`src/asu_pkg.sv`:
```
// Package of constants and types for the asynchronous serial UART
package asu_pkg;
  localparam int OVERSAMPLE = 16;
  localparam logic [3:0] OVS_LAST = 4'hf;
  localparam logic [3:0] START_WAIT = 4'h7;
  localparam logic [3:0] AUTO_POS = 4'h7;
  localparam logic [4:0] PSC_STOP = 5'h00;
  localparam logic [1:0] FMT_7 = 2'h0;
  localparam logic [1:0] FMT_8 = 2'h1;
  localparam logic [1:0] FMT_9 = 2'h2;
  localparam logic [3:0] BITS_7 = 4'h7;
  localparam logic [3:0] BITS_8 = 4'h8;
  localparam logic [3:0] BITS_9 = 4'h9;
  localparam logic [7:0] RST_DATA = 8'h00;

  typedef enum logic [3:0] {
    TX_IDLE = 4'b0001,
    TX_START = 4'b0010,
    TX_DATA = 4'b0100,
    TX_STOP = 4'b1000
  } asu_tx_st_t;

  typedef enum logic [3:0] {
    RX_IDLE = 4'b0001,
    RX_START = 4'b0010,
    RX_DATA = 4'b0100,
    RX_STOP = 4'b1000
  } asu_rx_st_t;
endpackage : asu_pkg

```
`src/asu_baud_gen.sv`:
```
// Two-stage baud generator: half-step prescaler then 11-bit divisor
`timescale 1ns/1ps
`default_nettype none
module asu_baud_gen (
  input wire logic core_clk,
  input wire logic rst,
  input wire logic [4:0] prescaler_select,
  input wire logic [10:0] baud_divisor,
  output logic os_tick
);
  import asu_pkg::*;

  typedef struct packed {
    logic [5:0] pre_cnt;
    logic [10:0] div_cnt;
    logic tick;
  } asu_bg_t;

  asu_bg_t s_r;
  asu_bg_t s_nxt;
  logic [5:0] pre_lim;

  // Factor is code/2+0.5, so count in half steps: code+1 half cycles
  always_comb
  begin
    s_nxt = s_r;
    s_nxt.tick = 1'b0;
    pre_lim = {1'b0, prescaler_select} + 6'h01;
    if (prescaler_select == PSC_STOP) // RULE18
    begin
      s_nxt.pre_cnt = 6'h00;
      s_nxt.div_cnt = 11'h000;
    end
    else if (s_r.pre_cnt + 6'h02 >= pre_lim) // RULE17
    begin
      s_nxt.pre_cnt = 6'((s_r.pre_cnt + 6'h02) - pre_lim);
      if (s_r.div_cnt >= baud_divisor) // RULE19
      begin
        s_nxt.div_cnt = 11'h000;
        s_nxt.tick = 1'b1;
      end
      else
      begin
        s_nxt.div_cnt = s_r.div_cnt + 11'h001;
      end
    end
    else
    begin
      s_nxt.pre_cnt = s_r.pre_cnt + 6'h02;
    end
  end

  always_ff @(posedge core_clk or posedge rst)
  begin
    if (rst)
    begin
      s_r <= '0;
    end
    else
    begin
      s_r <= s_nxt;
    end
  end

  assign os_tick = s_r.tick;
endmodule : asu_baud_gen
`default_nettype wire

```
`src/asu_uart.sv`:
```
// Asynchronous serial UART with double-buffered transmit and receive
// What this block does
// RULE1: After last stop bit, holding buffer moves to shift register; empty flag sets; LSB first.
// RULE2: Writing the holding buffer clears the holding-empty flag.
// RULE3: In-progress flag stays high until last stop sent and holding buffer empty.
// RULE4: Sixteen oversample ticks per bit, from the baud generator.
// RULE5: After low input, wait seven ticks, three samples all low accept start.
// RULE6: Each later bit is a majority vote of three mid-bit samples.
// RULE7: Sample position automatic unless manual select, then programmed position.
// RULE8: Complete character loads holding buffer, sets full flag; read clears it.
// RULE9: Attention mode drops characters until ninth bit is one.
// RULE10: Address character loads buffer, sets full, interrupt, clears attention wait.
// RULE11: Transmitter unaffected by attention; ninth bits via separate control and status. Code drops transmit parity while attention_mode is set.
// RULE12: Diagnostic mode loops transmit into receive, 9-bit no parity only.
// RULE13: 7-bit format: start, seven data, optional parity, one or two stops.
// RULE14: 8-bit format: start, eight data, optional parity, one or two stops.
// RULE15: 9-bit format uses eight bits plus ninth bit; never parity.
// RULE16: Flag parity, framing and overrun errors.
// RULE17: Baud clock through 5-bit prescaler then 11-bit divisor.
// RULE18: Prescaler code zero stops clock; others divide 1 to 16 in half steps.
// RULE19: Baud equals clock over oversample times divisor plus one times prescaler.
// RULE20: Software stops the prescaler before changing baud rate.
// RULE21: Clear-to-send deasserted halts transmission after the current frame.
// RULE22: Request-to-send asserted when ready to send a character.
// RULE23: Transmit interrupt while holding-empty and its enable are set.
// RULE24: Receive interrupt while full flag and its enable are set.
// RULE25: Character completing while full sets overrun and keeps old buffer.
`timescale 1ns/1ps
`default_nettype none
module asu_uart (
  input wire logic core_clk,
  input wire logic rst,
  input wire logic rxd,
  output logic txd,
  input wire logic cts_n,
  output logic rts_n,
  input wire logic [4:0] prescaler_select,
  input wire logic [10:0] baud_divisor,
  input wire logic [1:0] data_format,
  input wire logic parity_enable,
  input wire logic parity_odd,
  input wire logic two_stop,
  input wire logic attention_mode,
  input wire logic attention_set,
  input wire logic diag_mode,
  input wire logic manual_sample_select,
  input wire logic [3:0] sample_position_reg,
  input wire logic tx_ninth_bit,
  input wire logic [7:0] tx_wdata,
  input wire logic tx_write,
  input wire logic rx_read,
  input wire logic err_clear,
  input wire logic tx_irq_enable,
  input wire logic rx_irq_enable,
  output logic [7:0] rx_holding_buffer,
  output logic rx_ninth_bit,
  output logic rx_full_flag,
  output logic tx_holding_empty_flag,
  output logic tx_in_progress_flag,
  output logic attention_wait_flag,
  output logic parity_err,
  output logic framing_err,
  output logic overrun_err,
  output logic tx_irq,
  output logic rx_irq
);
  import asu_pkg::*;

  typedef struct packed {
    logic rx_m;
    logic rx_s;
    logic cts_m;
    logic cts_s;
    asu_tx_st_t tst;
    logic [8:0] tx_shift_reg;
    logic tx_par;
    logic tx_par_sent;
    logic [3:0] tx_os;
    logic [3:0] tx_bit;
    logic tx_stop2;
    logic tx_line;
    logic [7:0] tx_holding_buffer;
    logic thbe;
    logic tip;
    asu_rx_st_t rst_st;
    logic [9:0] rx_shift_reg;
    logic [3:0] rx_os;
    logic [3:0] rx_bit;
    logic [2:0] smp;
    logic [7:0] rbuf;
    logic rb9;
    logic rbf;
    logic atn;
    logic pe;
    logic fe;
    logic oe;
  } asu_st_t;

  asu_st_t s_r;
  asu_st_t s_nxt;
  logic os_tick;
  logic rx_in;
  logic [1:0] fmt;
  logic [3:0] nbits;
  logic use_par;
  logic [3:0] pos;
  logic vote;
  logic [3:0] tot_bits;
  logic par_calc;

  asu_baud_gen u_baud (
    .core_clk(core_clk),
    .rst(rst),
    .prescaler_select(prescaler_select),
    .baud_divisor(baud_divisor),
    .os_tick(os_tick) // RULE4
  );

  always_comb
  begin
    s_nxt = s_r;
    s_nxt.rx_m = rxd;
    s_nxt.rx_s = s_r.rx_m;
    s_nxt.cts_m = cts_n;
    s_nxt.cts_s = s_r.cts_m;
    fmt = diag_mode ? FMT_9 : data_format; // RULE12
    nbits = (fmt == FMT_7) ? BITS_7 : ((fmt == FMT_8) ? BITS_8 : BITS_9); // RULE13 RULE14
    use_par = parity_enable && (fmt != FMT_9) && !attention_mode && !diag_mode; // RULE15
    tot_bits = use_par ? nbits + 4'h1 : nbits;
    pos = manual_sample_select ? sample_position_reg : AUTO_POS; // RULE7
    rx_in = diag_mode ? s_r.tx_line : s_r.rx_s; // RULE12
    vote = (s_r.smp[0] & s_r.smp[1]) | (s_r.smp[1] & s_r.smp[2])
      | (s_r.smp[0] & s_r.smp[2]); // RULE6
    par_calc = 1'b0;

    // Software side: holding buffers, attention set and error clear
    if (tx_write)
    begin
      s_nxt.tx_holding_buffer = tx_wdata;
      s_nxt.thbe = 1'b0; // RULE2
      s_nxt.tip = 1'b1;
    end
    if (attention_set)
    begin
      s_nxt.atn = 1'b1;
    end
    if (rx_read)
    begin
      s_nxt.rbf = 1'b0; // RULE8
    end
    if (err_clear)
    begin
      s_nxt.pe = 1'b0;
      s_nxt.fe = 1'b0;
      s_nxt.oe = 1'b0;
    end

    // Transmitter
    if (os_tick)
    begin
      s_nxt.tx_os = s_r.tx_os + 4'h1;
      case (s_r.tst)
        TX_IDLE:
        begin
          s_nxt.tx_os = 4'h0;
          s_nxt.tx_line = 1'b1;
          if (!s_r.thbe && !s_r.cts_s) // RULE21
          begin
            s_nxt.tx_shift_reg = {tx_ninth_bit, s_r.tx_holding_buffer}; // RULE11
            s_nxt.thbe = !tx_write; // RULE1
            s_nxt.tip = 1'b1; // RULE3
            s_nxt.tx_line = 1'b0;
            s_nxt.tx_bit = 4'h0;
            s_nxt.tx_par = parity_odd;
            s_nxt.tx_par_sent = 1'b0;
            s_nxt.tst = TX_START;
          end
        end
        TX_START:
        begin
          if (s_r.tx_os == OVS_LAST)
          begin
            s_nxt.tx_line = s_r.tx_shift_reg[0]; // RULE1
            s_nxt.tst = TX_DATA;
          end
        end
        TX_DATA:
        begin
          if (s_r.tx_os == OVS_LAST)
          begin
            s_nxt.tx_bit = s_r.tx_bit + 4'h1;
            if (s_r.tx_bit < nbits)
            begin
              s_nxt.tx_par = s_r.tx_par ^ s_r.tx_shift_reg[0];
              s_nxt.tx_shift_reg = {1'b0, s_r.tx_shift_reg[8:1]};
            end
            if (s_r.tx_bit + 4'h1 < nbits)
            begin
              s_nxt.tx_line = s_r.tx_shift_reg[1];
            end
            else if (s_r.tx_bit + 4'h1 == nbits && use_par)
            begin
              s_nxt.tx_line = s_r.tx_par ^ s_r.tx_shift_reg[0];
            end
            else
            begin
              s_nxt.tx_line = 1'b1;
              s_nxt.tx_stop2 = two_stop;
              s_nxt.tst = TX_STOP;
            end
          end
        end
        TX_STOP:
        begin
          if (s_r.tx_os == OVS_LAST)
          begin
            if (s_r.tx_stop2)
            begin
              s_nxt.tx_stop2 = 1'b0;
            end
            else if (!s_r.thbe && !s_r.cts_s) // RULE1 RULE21
            begin
              s_nxt.tx_shift_reg = {tx_ninth_bit, s_r.tx_holding_buffer};
              s_nxt.thbe = !tx_write;
              s_nxt.tx_line = 1'b0;
              s_nxt.tx_bit = 4'h0;
              s_nxt.tx_par = parity_odd;
              s_nxt.tst = TX_START;
            end
            else
            begin
              s_nxt.tip = !s_r.thbe || tx_write; // RULE3
              s_nxt.tst = TX_IDLE;
            end
          end
        end
        default:
        begin
          s_nxt.tst = TX_IDLE;
        end
      endcase
    end

    // Receiver
    if (os_tick)
    begin
      s_nxt.rx_os = s_r.rx_os + 4'h1;
      if (s_r.rx_os == pos || s_r.rx_os == pos + 4'h1 || s_r.rx_os == pos + 4'h2)
      begin
        s_nxt.smp = {rx_in, s_r.smp[2:1]};
      end
      case (s_r.rst_st)
        RX_IDLE:
        begin
          s_nxt.rx_os = 4'h0;
          if (!rx_in)
          begin
            s_nxt.rx_os = 4'h1;
            s_nxt.rst_st = RX_START;
          end
        end
        RX_START:
        begin
          // Samples at ticks 7..9 after the falling edge, 6..8 for a manual position outside 7..9
          if (s_r.rx_os == START_WAIT + 4'h3 && s_r.smp != 3'b000) // RULE5
          begin
            s_nxt.rst_st = RX_IDLE;
          end
          // Data slots begin where the start bit ends
          if (s_r.rx_os == OVS_LAST)
          begin
            s_nxt.rst_st = RX_DATA;
            s_nxt.rx_bit = 4'h0;
          end
          if (s_r.rx_os == START_WAIT - 4'h1 || s_r.rx_os == START_WAIT
            || s_r.rx_os == START_WAIT + 4'h1)
          begin
            s_nxt.smp = {rx_in, s_r.smp[2:1]};
          end
          else
          begin
            s_nxt.smp = s_nxt.smp;
          end
        end
        RX_DATA:
        begin
          // Vote once the third sample of this bit is registered
          if (s_r.rx_os == pos + 4'h3)
          begin
            s_nxt.rx_shift_reg = {vote, s_r.rx_shift_reg[9:1]};
            s_nxt.rx_bit = s_r.rx_bit + 4'h1;
            if (s_r.rx_bit + 4'h1 == tot_bits)
            begin
              s_nxt.rst_st = RX_STOP;
            end
          end
        end
        RX_STOP:
        begin
          if (s_r.rx_os == pos + 4'h3)
          begin
            s_nxt.rst_st = RX_IDLE;
            s_nxt.rx_os = 4'h0;
            for (int i = 0; i < 10; i++)
            begin
              if (i < int'(tot_bits))
              begin
                par_calc = par_calc ^ s_r.rx_shift_reg[4'(10 - int'(tot_bits) + i)];
              end
            end
            if (!(s_r.atn && attention_mode && !s_r.rx_shift_reg[9])) // RULE9
            begin
              if (s_r.rbf && !rx_read)
              begin
                s_nxt.oe = 1'b1; // RULE25 RULE16
              end
              else
              begin
                s_nxt.rbf = 1'b1; // RULE8 RULE10
                if (fmt == FMT_9)
                begin
                  s_nxt.rbuf = s_r.rx_shift_reg[8:1];
                  s_nxt.rb9 = s_r.rx_shift_reg[9]; // RULE11
                end
                else
                begin
                  s_nxt.rbuf = 8'(s_r.rx_shift_reg >> (4'hA - tot_bits));
                  if (fmt == FMT_7)
                  begin
                    s_nxt.rbuf[7] = 1'b0;
                  end
                end
                if (attention_mode)
                begin
                  s_nxt.atn = 1'b0; // RULE10
                end
              end
              if (!vote)
              begin
                s_nxt.fe = 1'b1; // RULE16
              end
              if (use_par && (par_calc ^ parity_odd))
              begin
                s_nxt.pe = 1'b1; // RULE16
              end
            end
          end
        end
        default:
        begin
          s_nxt.rst_st = RX_IDLE;
        end
      endcase
    end
  end

  always_ff @(posedge core_clk or posedge rst)
  begin
    if (rst)
    begin
      s_r <= '0;
      s_r.rx_m <= 1'b1;
      s_r.rx_s <= 1'b1;
      s_r.cts_m <= 1'b1;
      s_r.cts_s <= 1'b1;
      s_r.tst <= TX_IDLE;
      s_r.rst_st <= RX_IDLE;
      s_r.tx_line <= 1'b1;
      s_r.thbe <= 1'b1;
      s_r.rbuf <= RST_DATA;
    end
    else
    begin
      s_r <= s_nxt;
    end
  end

  assign txd = diag_mode ? 1'b1 : s_r.tx_line;
  assign rts_n = s_r.thbe; // RULE22
  assign rx_holding_buffer = s_r.rbuf;
  assign rx_ninth_bit = s_r.rb9;
  assign rx_full_flag = s_r.rbf;
  assign tx_holding_empty_flag = s_r.thbe;
  assign tx_in_progress_flag = s_r.tip;
  assign attention_wait_flag = s_r.atn;
  assign parity_err = s_r.pe;
  assign framing_err = s_r.fe;
  assign overrun_err = s_r.oe;
  assign tx_irq = s_r.thbe & tx_irq_enable; // RULE23
  assign rx_irq = s_r.rbf & rx_irq_enable; // RULE24
endmodule : asu_uart
`default_nettype wire

```
`config.mk`:
```
export PLATFORM = sky130hd
export DESIGN_NAME = asu_uart
export DESIGN_NICKNAME = d
export VERILOG_FILES = /design/src/asu_pkg.sv /design/src/asu_baud_gen.sv /design/src/asu_uart.sv
export SDC_FILE = /design/constraint.sdc
export NUM_CORES = 1
export LEC_CHECK = 0
export ABC_CLOCK_PERIOD_IN_PS = 7360
export BUFFER_PORTS_ARGS = -buffer_cell sky130_fd_sc_hd__buf_2
export CAP_MARGIN = 20
export CORE_ASPECT_RATIO = 1.75
export CORE_MARGIN = 2
export CORE_UTILIZATION = 50
export DETAILED_ROUTE_END_ITERATION = 10
export PLACE_DENSITY = 0.66
export SLEW_MARGIN = 0
export SYNTH_ARGS = -nofsm -noshare
export SYNTH_HDL_FRONTEND = slang
export SYNTH_SLANG_ARGS = --single-unit
```
`constraint.sdc`:
```
create_clock -name core_clk -period 7.36 [get_ports core_clk]
set_input_delay 0.736 -clock core_clk [delete_from_list [all_inputs] [get_ports core_clk]]
set_output_delay 0.736 -clock core_clk [all_outputs]
set_load 0.02 [all_outputs]
```
Word-level counts from Yosys, hierarchy flattened

Index checks and enable logic that the tools add are counted.
Widths: inputs -> output; s select.

$add $sub $neg: 23
$lt $le $gt $ge: 24
Equality and inequality tests: 38
Shift-type cells: 1
Mux-type cells: 149
Bitwise gates (word level): 20
Reductions and logical operators: 40

Operators with widths:

| cell                | count |
|---|---|
| $mux 1              | 83 |
| $mux 4              | 17 |
| $lt 4x6->1 const B  | 10 |
| $mux 14             | 4 |
| $bmux 1 s4          | 10 |
| $pmux 4 s4          | 2 |
| $ne 2x2->1 const B  | 15 |
| $pmux 10 s3         | 1 |
| $add 4x1->4 const B | 6 |
| $add 4x4->4 const B | 6 |
| $eq 4x4->1          | 6 |
| $eq 4x4->1 const B  | 6 |
| $mux 10             | 2 |
| $mux 5              | 4 |
| $mux 6              | 3 |
| $reduce_and 6->1    | 3 |
| $mux 17             | 1 |
| $eq 4x3->1 const B  | 4 |
| $lt 3x4->1 const A  | 4 |
| $mux 2              | 8 |
| $pmux 4 s2          | 2 |
| $reduce_and 8->1    | 2 |
| $mux 15             | 1 |
| $add 4x2->4 const B | 3 |
| 42 further kinds    | 92 |

Flip-flop bits (word level): 95
Output and inout port bits: 20
Word-level logic and storage cells: 324

Longest topological paths before layout

Gate-level depths: netlist of run 1.

Depth in word-level cells: 66
Depth in mapped cells: 18
Depth with buffers taken out: 15

Cells and area by module

A second synthesis of run 1 with hierarchy kept.

Cells, all modules: 816
Area, all modules: 7206.9 um^2

Modules (own cells, without submodules):

| module       | times used | cells an instance | area each (um^2) |
|---|---|---|---|
| asu_uart     | 1          | 620               | 5555.3 |
| asu_baud_gen | 1          | 196               | 1651.6 |

Worst setup path before layout of run 1

OpenSTA, ideal clock, no wires.

Path type: input to register
Start point: input port data_format[0]
End point: register s_r (netlist bit parity_err)
Arrival: 4434 ps
Required time: 7257 ps
Slack: 2823 ps
Cell stages on the path: 17
Buffers on the path: 3
Cell sequence: buf_6 or4b_4 o211a_2 nor2_8 buf_2 ha_1 clkbuf_1 and3b_1 o22ai_1 a41oi_1 nor4_2 nor4_1 nor3_1 xnor3_1 xnor2_1 xnor3_1 o41ai_2

RTL lines:

| element              | line            | RTL |
|---|---|---|
| from (decl)          | asu_uart.sv:39  | `input wire logic [1:0] data_format,` |
| to (signal assigned) | asu_uart.sv:374 | `s_r <= s_nxt;` |
| to (decl)            | asu_uart.sv:99  | `asu_st_t s_r;` |

==> metrics.yaml, run 1 <==
routing:
  dr.first_iter.drc_count: 340
  postRouteWirelength_um: 17800
  wl_per_cell_um: 17.8
  dr.pass1.iters: 5
  route.vias.total: 5974
  ant_nets: 0
  number_of_remaining_drc_errors: 0
  avgViaCountPerCell: 5.96
yosys:
  synth.top_cell.area_share: 0.317
  most_used_standard_cell_by_instance_count_after_synthesis: "sky130_fd_sc_hd__dfrtp_1"
  synth.cell_area_um2: 6860
  syn_inst: 785
  ys_dominant_reg_cell: "sky130_fd_sc_hd__dfrtp_1"
  synth_nets: 874
  yosys_warnings: 0
  post_synth.cell_area_avg_um2: 8.74
  synth_cell_type_count: 71
  synth_seq_area_share: 0.348
  synth_async_sr_flop_share: 1.00
  synth.top_cells.by_area: "sky130_fd_sc_hd__dfrtp_1 32%, sky130_fd_sc_hd__ha_1 7.5%, sky130_fd_sc_hd__o21ai_0 5.0%"
  yosys.area.top_type: "sky130_fd_sc_hd__dfrtp_1"
  synth_edf_count: 0
  synth-seq-cells: 95
  most_numerous_cell_types_in_the_synthesized_netlist: "87 x sky130_fd_sc_hd__dfrtp_1, 86 x sky130_fd_sc_hd__nand2_1, 69 x sky130_fd_sc_hd__o21ai_0, 50 x sky130_fd_sc_hd__nor2_1, 44 x sky130_fd_sc_hd__inv_1"
global_route:
  grt_pass1_vias: 6050
  grt_max_degree: 68
  antenna_found_initial: 0
  overflow: 0
  grt_use_total: 0.250
  grt_pass1_wl_um: 29400
setup_path:
  cp_num_buf_inv: 2
  timing.reg2reg.worst_path_depth: 11
  timing.rr.start: "u_baud.s_r[13]"
  timing.rr.end: "u_baud.s_r[6]"
  worst_setup_sp_type: "input pin"
  worst_ep_required_time_ns: 7.60
  regToRegSetupSlack_ns: 4.24
  maximum_fanout_along_the_worst_path: 13
  critical-path-slowest-cell: "sky130_fd_sc_hd__ha_1"
  cells_traversed_along_the_worst_timing_path: "buf_2 -> nand2b_1 -> nand2_1 -> a21oi_1 -> ha_1 -> clkinv_1 -> nand3_4 -> and2_1 -> a2111oi_0 -> nor4_1 -> xnor2_1 -> xnor3_1 -> xnor2_1 -> xnor3_1 -> o41ai_2"
  critPathCaptureType: "flop"
  worstPathArrival_ns: 5.48
  cpLargestDelayFamily: "simple AND/OR/NAND/NOR gates"
  setup.worst_path.class: "in -> reg"
  crit_start: "attention_mode"
  timing.critical_path.slowest_cell_delay_ns: 0.58
timing:
  finalCritPeriodShare: 0.712
  worst_clock_skew_ns: 0.0135
  final_max_slew_viol_count: 0
  setup-violations-final: 0
  finalHoldViolCount: 0
  finalCriticalPeriod_ns: 5.24
  fmaxAchievable_mhz: 191
  fin_hold_ws_ns: 0.361
  tns_ns: 0
  worstMarginPinSlew_ns: 0.999
  slew_headroom: 0.334
  setup_repair_after_global_routing_missed_its_margin: "no"
cts:
  post_cts_buffers: 0
  post_cts.resized_instances: 0
  tritoncts_num_sinks: 95
  clock_latency_ns: 0.34
  postCtsHoldBufs: 0
  cts_inserted_buffers: 9
  cts_max_level: 3
  clk_path_buf_depth: 2
  clkTransAtPathRegs_ns: 0.07
  cts.root.buffer_cell: "sky130_fd_sc_hd__clkbuf_16"
  tritoncts: "done"
power_and_ir_drop:
  power.share.combinational: 0.400
  pwr-share-clk: 0.228
  switchingPower_mw: 0.816
  swShare: 0.396
  p_int_mw: 1.25
  p_leak_nw: 3.50
  power.ir.vdd_worst_mv: 0.189
  power_density_cells_nw_per_um2: 275
  seq_power_share: 0.372
layout:
  syn_to_final_growth_pct: 9.46
  filler_cell_count: 1215
  sequential_standard_cell_area_um2: 2390
  multi_input_area_um2: 4040
  total_inserted_antenna_cells: 0
  design.final.nets: 912
  post_route_cells_drive_above_1_share: 0.168
die:
  fp.dieH_um: 159
  fp.dieArea_um2: 14700
  die_w_um: 92.6
  io_pins: 67
  core-area_um2: 13400
  start_util: 0.513
  placementRows: 56
hold_path:
  timing.hold.worst.start: "s_nxt[74]"
  holdPathEnd: "s_r[74]"
  whs_path_depth: 0
  hp-class: "reg -> reg"
flow_run:
  timing.max_cap.violations: 0
run_status:
  outcome: "finished, final reports clean"
placed_design:
  port_buffers: 66
  dp.final_hpwl_um: 13800
  gp_congestion: 0.962
## area by class of cell
type / count / area share
timing repair buffer: 72 / 0.0500
clock buffer: 10 / 0.0318
inverter: 48 / 0.0253
clock inverter: 6 / 0.00766
sequential: 95 / 0.318
tap: 174 / 0.0290
multi-input combinational: 597 / 0.538
## placed cells by master, fill, tap and decap left out, types with 16 or more instances in the layout
cell / instances
sky130_fd_sc_hd__dfrtp_1: 87
sky130_fd_sc_hd__nand2_1: 86
sky130_fd_sc_hd__o21ai_0: 69
sky130_fd_sc_hd__buf_2: 66
sky130_fd_sc_hd__nor2_1: 50
sky130_fd_sc_hd__inv_1: 43
sky130_fd_sc_hd__a21oi_1: 43
sky130_fd_sc_hd__ha_1: 41
sky130_fd_sc_hd__nand3_1: 32
sky130_fd_sc_hd__mux2_2: 28
sky130_fd_sc_hd__xnor2_1: 21
sky130_fd_sc_hd__nand2b_1: 18
sky130_fd_sc_hd__mux2i_1: 16
## worst max-delay path by stage
stage                     cells after the start    endpoint  slack, ns
final                                        15  parity_err       2.12
after global routing                         15  parity_err       1.83
after CTS                                    15  parity_err       2.22
after detailed placement                     15  parity_err       1.86
after global placement                       15  parity_err       2.05
after floorplan                              17  parity_err       2.82
## registers in the layout, summed over array words and instances (netlist names)
signal and cells:
attention_wait_flag 1, framing_err 1, overrun_err 1, parity_err 1, rts_n 1, rx_full_flag 1
rx_holding_buffer 8, rx_ninth_bit 1, s_nxt 2, s_r 59, tx_in_progress_flag 1, u_baud.os_tick 1
u_baud.s_r 17
## layer usage
layer  share of wire  vias up  GRT usage  routed length, um
li1                -     2873          -                  -
met1            0.36     2875      0.259               6390
met4           0.057        0      0.145               1010
met5               0        -          0                  0
met2            0.55      169      0.470               9790
met3           0.035       57     0.0303                615
## metrics by stage
stage	instances	setup slack (ns)	utilization	total power, mW	instance area, um^2
5_1_grt	1002	1.83	0.561	2.24	7510
4_1_cts	1001	2.22	0.561	2.08	7500
6_report	1002	2.12	0.561	2.06	7510
3_3_place_gp	985	2.05	0.539	1.56	7210
3_5_place_dp	985	1.86	0.539	1.60	7210
2_1_floorplan	785	2.82	-	1.41	6860
## cells by family after synthesis
family | after synthesis | share of synthesized area
adder cells (fa/ha/maj) | 44 | 0.0806
AO/OA/AOI/OAI | 204 | 0.185
XOR/XNOR | 36 | 0.0520
buffers and inverters | 93 | 0.0627
flip-flops | 95 | 0.348
AND/OR/NAND/NOR | 267 | 0.196
multiplexers | 46 | 0.0764
## power by group through the flow
stage / Combinational [mW] / Sequential (mW) / Clock [mW]
2_1_floorplan: 0.693 / 0.718 / 0
3_3_place_gp: 0.796 / 0.768 / 0
4_1_cts: 0.829 / 0.766 / 0.483
5_1_grt: 0.946 / 0.791 / 0.507
3_5_place_dp: 0.827 / 0.776 / 0
6_report: 0.825 / 0.768 / 0.469
## worst register-to-register path, delay by kind of cell (launching register included)
kind | cells | cell delay [ns]
compound gates | 5 | 0.93
fa+ha+maj | 2 | 0.69
simple gates | 3 | 0.79
flops | 1 | 0.42
buf+inv | 1 | 0.23
Power figures use the tool's default switching activity.
==> inputs of run 2 (changes only) <==
--- a/config.mk
+++ b/config.mk
@@ -5,7 +5,7 @@
 export SDC_FILE = /design/constraint.sdc
 export NUM_CORES = 1
 export LEC_CHECK = 0
-export ABC_CLOCK_PERIOD_IN_PS = 7360
+export ABC_CLOCK_PERIOD_IN_PS = 5000
 export BUFFER_PORTS_ARGS = -buffer_cell sky130_fd_sc_hd__buf_2
 export CAP_MARGIN = 20
 export CORE_ASPECT_RATIO = 1.75
==> constraint.sdc (replaced) <==
create_clock -name core_clk -period 5 [get_ports core_clk]
set_input_delay 0.5 -clock core_clk [delete_from_list [all_inputs] [get_ports core_clk]]
set_output_delay 0.5 -clock core_clk [all_outputs]
set_load 0.02 [all_outputs]
==> run 2 against run 1 <==
Setup slack lost 1.5 ns. First-iteration DRC count shrank 5.6%. Worst hold slack lost 0.27 ns. Via count grew 1.7%. Register-to-register slack lost 2.4 ns. Sequential share of layout area shrank 0.22 points. Global-route usage grew 0.28 points. Clock-buffer cell count is the same. Wire length grew 2.0%. Clock power grew 46%. Sequential cell count is the same. Cell area grew 0.70%. Largest cell class unchanged.
==> metrics.yaml, run 2 (synthesis results as in run 1) <==
die:
  io_pins: 67
  core-area_um2: 13400
  start_util: 0.513
  die_w_um: 92.6
  fp.dieArea_um2: 14700
  placementRows: 56
  fp.dieH_um: 159
timing:
  finalHoldViolCount: 0
  final_max_slew_viol_count: 0
  setup-violations-final: 0
  slew_headroom: 0.341
  finalCritPeriodShare: 0.870
  fmaxAchievable_mhz: 230
  tns_ns: 0
  worstMarginPinSlew_ns: 0.988
  worst_clock_skew_ns: 0.00798
  finalCriticalPeriod_ns: 4.35
  setup_repair_after_global_routing_missed_its_margin: "no"
power_and_ir_drop:
  power.ir.vdd_worst_mv: 0.387
  p_leak_nw: 3.52
  fin_total_pwr_mw: 3.05
  power_density_cells_nw_per_um2: 403
setup_path:
  setup.worst_path.class: "in -> reg"
  worst_ep_required_time_ns: 5.24
  worstPathArrival_ns: 4.59
  maximum_fanout_along_the_worst_path: 16
  critPathCaptureType: "flop"
  worst_setup_sp_type: "input pin"
run_status:
  outcome: "finished, final reports clean"
layout:
  register_with_the_most_flip_flops: "s_r"
  final_cell_mix: "87 x sky130_fd_sc_hd__dfrtp_1, 86 x sky130_fd_sc_hd__nand2_1, 69 x sky130_fd_sc_hd__o21ai_0"
  largest_register_ff_count: 59
  layout.cells.most_common: "sky130_fd_sc_hd__dfrtp_1"
  syn_to_final_growth_pct: 10.2
  post_route_cells_drive_above_1_share: 0.175
  post_layout_utilization_of_the_core: 0.565
  total_inserted_antenna_cells: 0
  design.final.nets: 919
routing:
  number_of_remaining_drc_errors: 0
  route.vias.total: 6076
  avgViaCountPerCell: 6.02
  ant_nets: 0
  dr.first_iter.drc_count: 321
  dr.pass1.iters: 5
  postRouteWirelength_um: 18200
  wl_per_cell_um: 18.0
cts:
  cts_max_level: 3
  tritoncts: "done"
  clk_path_buf_depth: 2
  post_cts.resized_instances: 0
  postCtsHoldBufs: 0
  clock_latency_ns: 0.35
  tritoncts_num_sinks: 95
  cts.root.buffer_cell: "sky130_fd_sc_hd__clkbuf_16"
  cts_inserted_buffers: 9
  post_cts_buffers: 0
  clkTransAtPathRegs_ns: 0.08
placed_design:
  port_buffers: 66
  dp.final_hpwl_um: 13900
  gp_congestion: 0.975
global_route:
  overflow: 0
  grt_pass1_wl_um: 29600
  grt_max_degree: 77
  grt_use_total: 0.253
  antenna_found_initial: 0
  grt_pass1_vias: 6005
flow_run:
  timing.max_cap.violations: 0
hold_path:
  hp-class: "in -> async"
-- run 2: power by group --
part	leakage (nW)	internal (mW)	switching (mW)
registers	1.21	0.938	0.194
clock network	0.138	0.358	0.326
logic	2.18	0.535	0.694
total	3.52	1.83	1.21
-- run 2: worst paths after layout --
check                               start            end  slack, ns  cells after the start
setup / recovery           data_format[0]     parity_err       0.65                     16
hold / removal                        rst        s_r[36]       0.09                      2
setup reg to reg                  s_r[32]     parity_err       1.83                      8
hold reg to reg                 s_nxt[74]        s_r[74]       0.36                      0
max in group asynchronous             rst  u_baud.s_r[1]       3.66                      3
min in group core_clk               cts_n      s_nxt[74]       0.26                      1
-- run 2: layout make-up --
| class | instances | area (um^2) |
|---|---|---|
| inverter | 48 | 190 |
| multi-input combinational | 597 | 4040 |
| clock inverter | 6 | 57.6 |
| tap | 174 | 218 |
| sequential | 95 | 2390 |
| clock buffer | 10 | 239 |
| fill | 1268 | 5820 |
| timing repair buffer | 79 | 428 |
-- run 2: metrics by stage --
| step | cells | hold slack (ns) | setup WS (ns) | cell area [um^2] |
|---|---|---|---|---|
| after global routing | 1009 | 0.105 | 0.425 | 7560 |
| final | 1009 | 0.0907 | 0.649 | 7560 |
| after global placement | 992 | 0.348 | 0.491 | 7260 |
| after floorplan | 785 | 0.345 | 0.699 | 6860 |
| after CTS | 1008 | 0.0831 | 0.762 | 7560 |
| after detailed placement | 992 | 0.348 | 0.396 | 7260 |
-- run 2: per-layer routing --
metal / GRT usage / share of wire / up-vias
li1: - / - / 2899
met1: 0.265 / 0.36 / 2890
met2: 0.466 / 0.54 / 212
met3: 0.0341 / 0.040 / 75
met4: 0.155 / 0.062 / 0
met5: 0 / 0 / -
-- run 2: worst max-delay path: stages --
cell and delay (ns):
sky130_fd_sc_hd__buf_2 0.16, sky130_fd_sc_hd__or4b_4 0.57, sky130_fd_sc_hd__o211a_2 0.19, sky130_fd_sc_hd__nor2_8 0.27, sky130_fd_sc_hd__inv_4 0.14, sky130_fd_sc_hd__ha_1 0.26, sky130_fd_sc_hd__o21ai_1 0.24, sky130_fd_sc_hd__and2_1 0.36
sky130_fd_sc_hd__a2111oi_0 0.15, sky130_fd_sc_hd__nor4_1 0.35, sky130_fd_sc_hd__buf_4 0.18, sky130_fd_sc_hd__xnor2_1 0.13, sky130_fd_sc_hd__xnor3_1 0.27, sky130_fd_sc_hd__xnor2_1 0.17, sky130_fd_sc_hd__xnor3_1 0.43, sky130_fd_sc_hd__o41ai_2 0.20
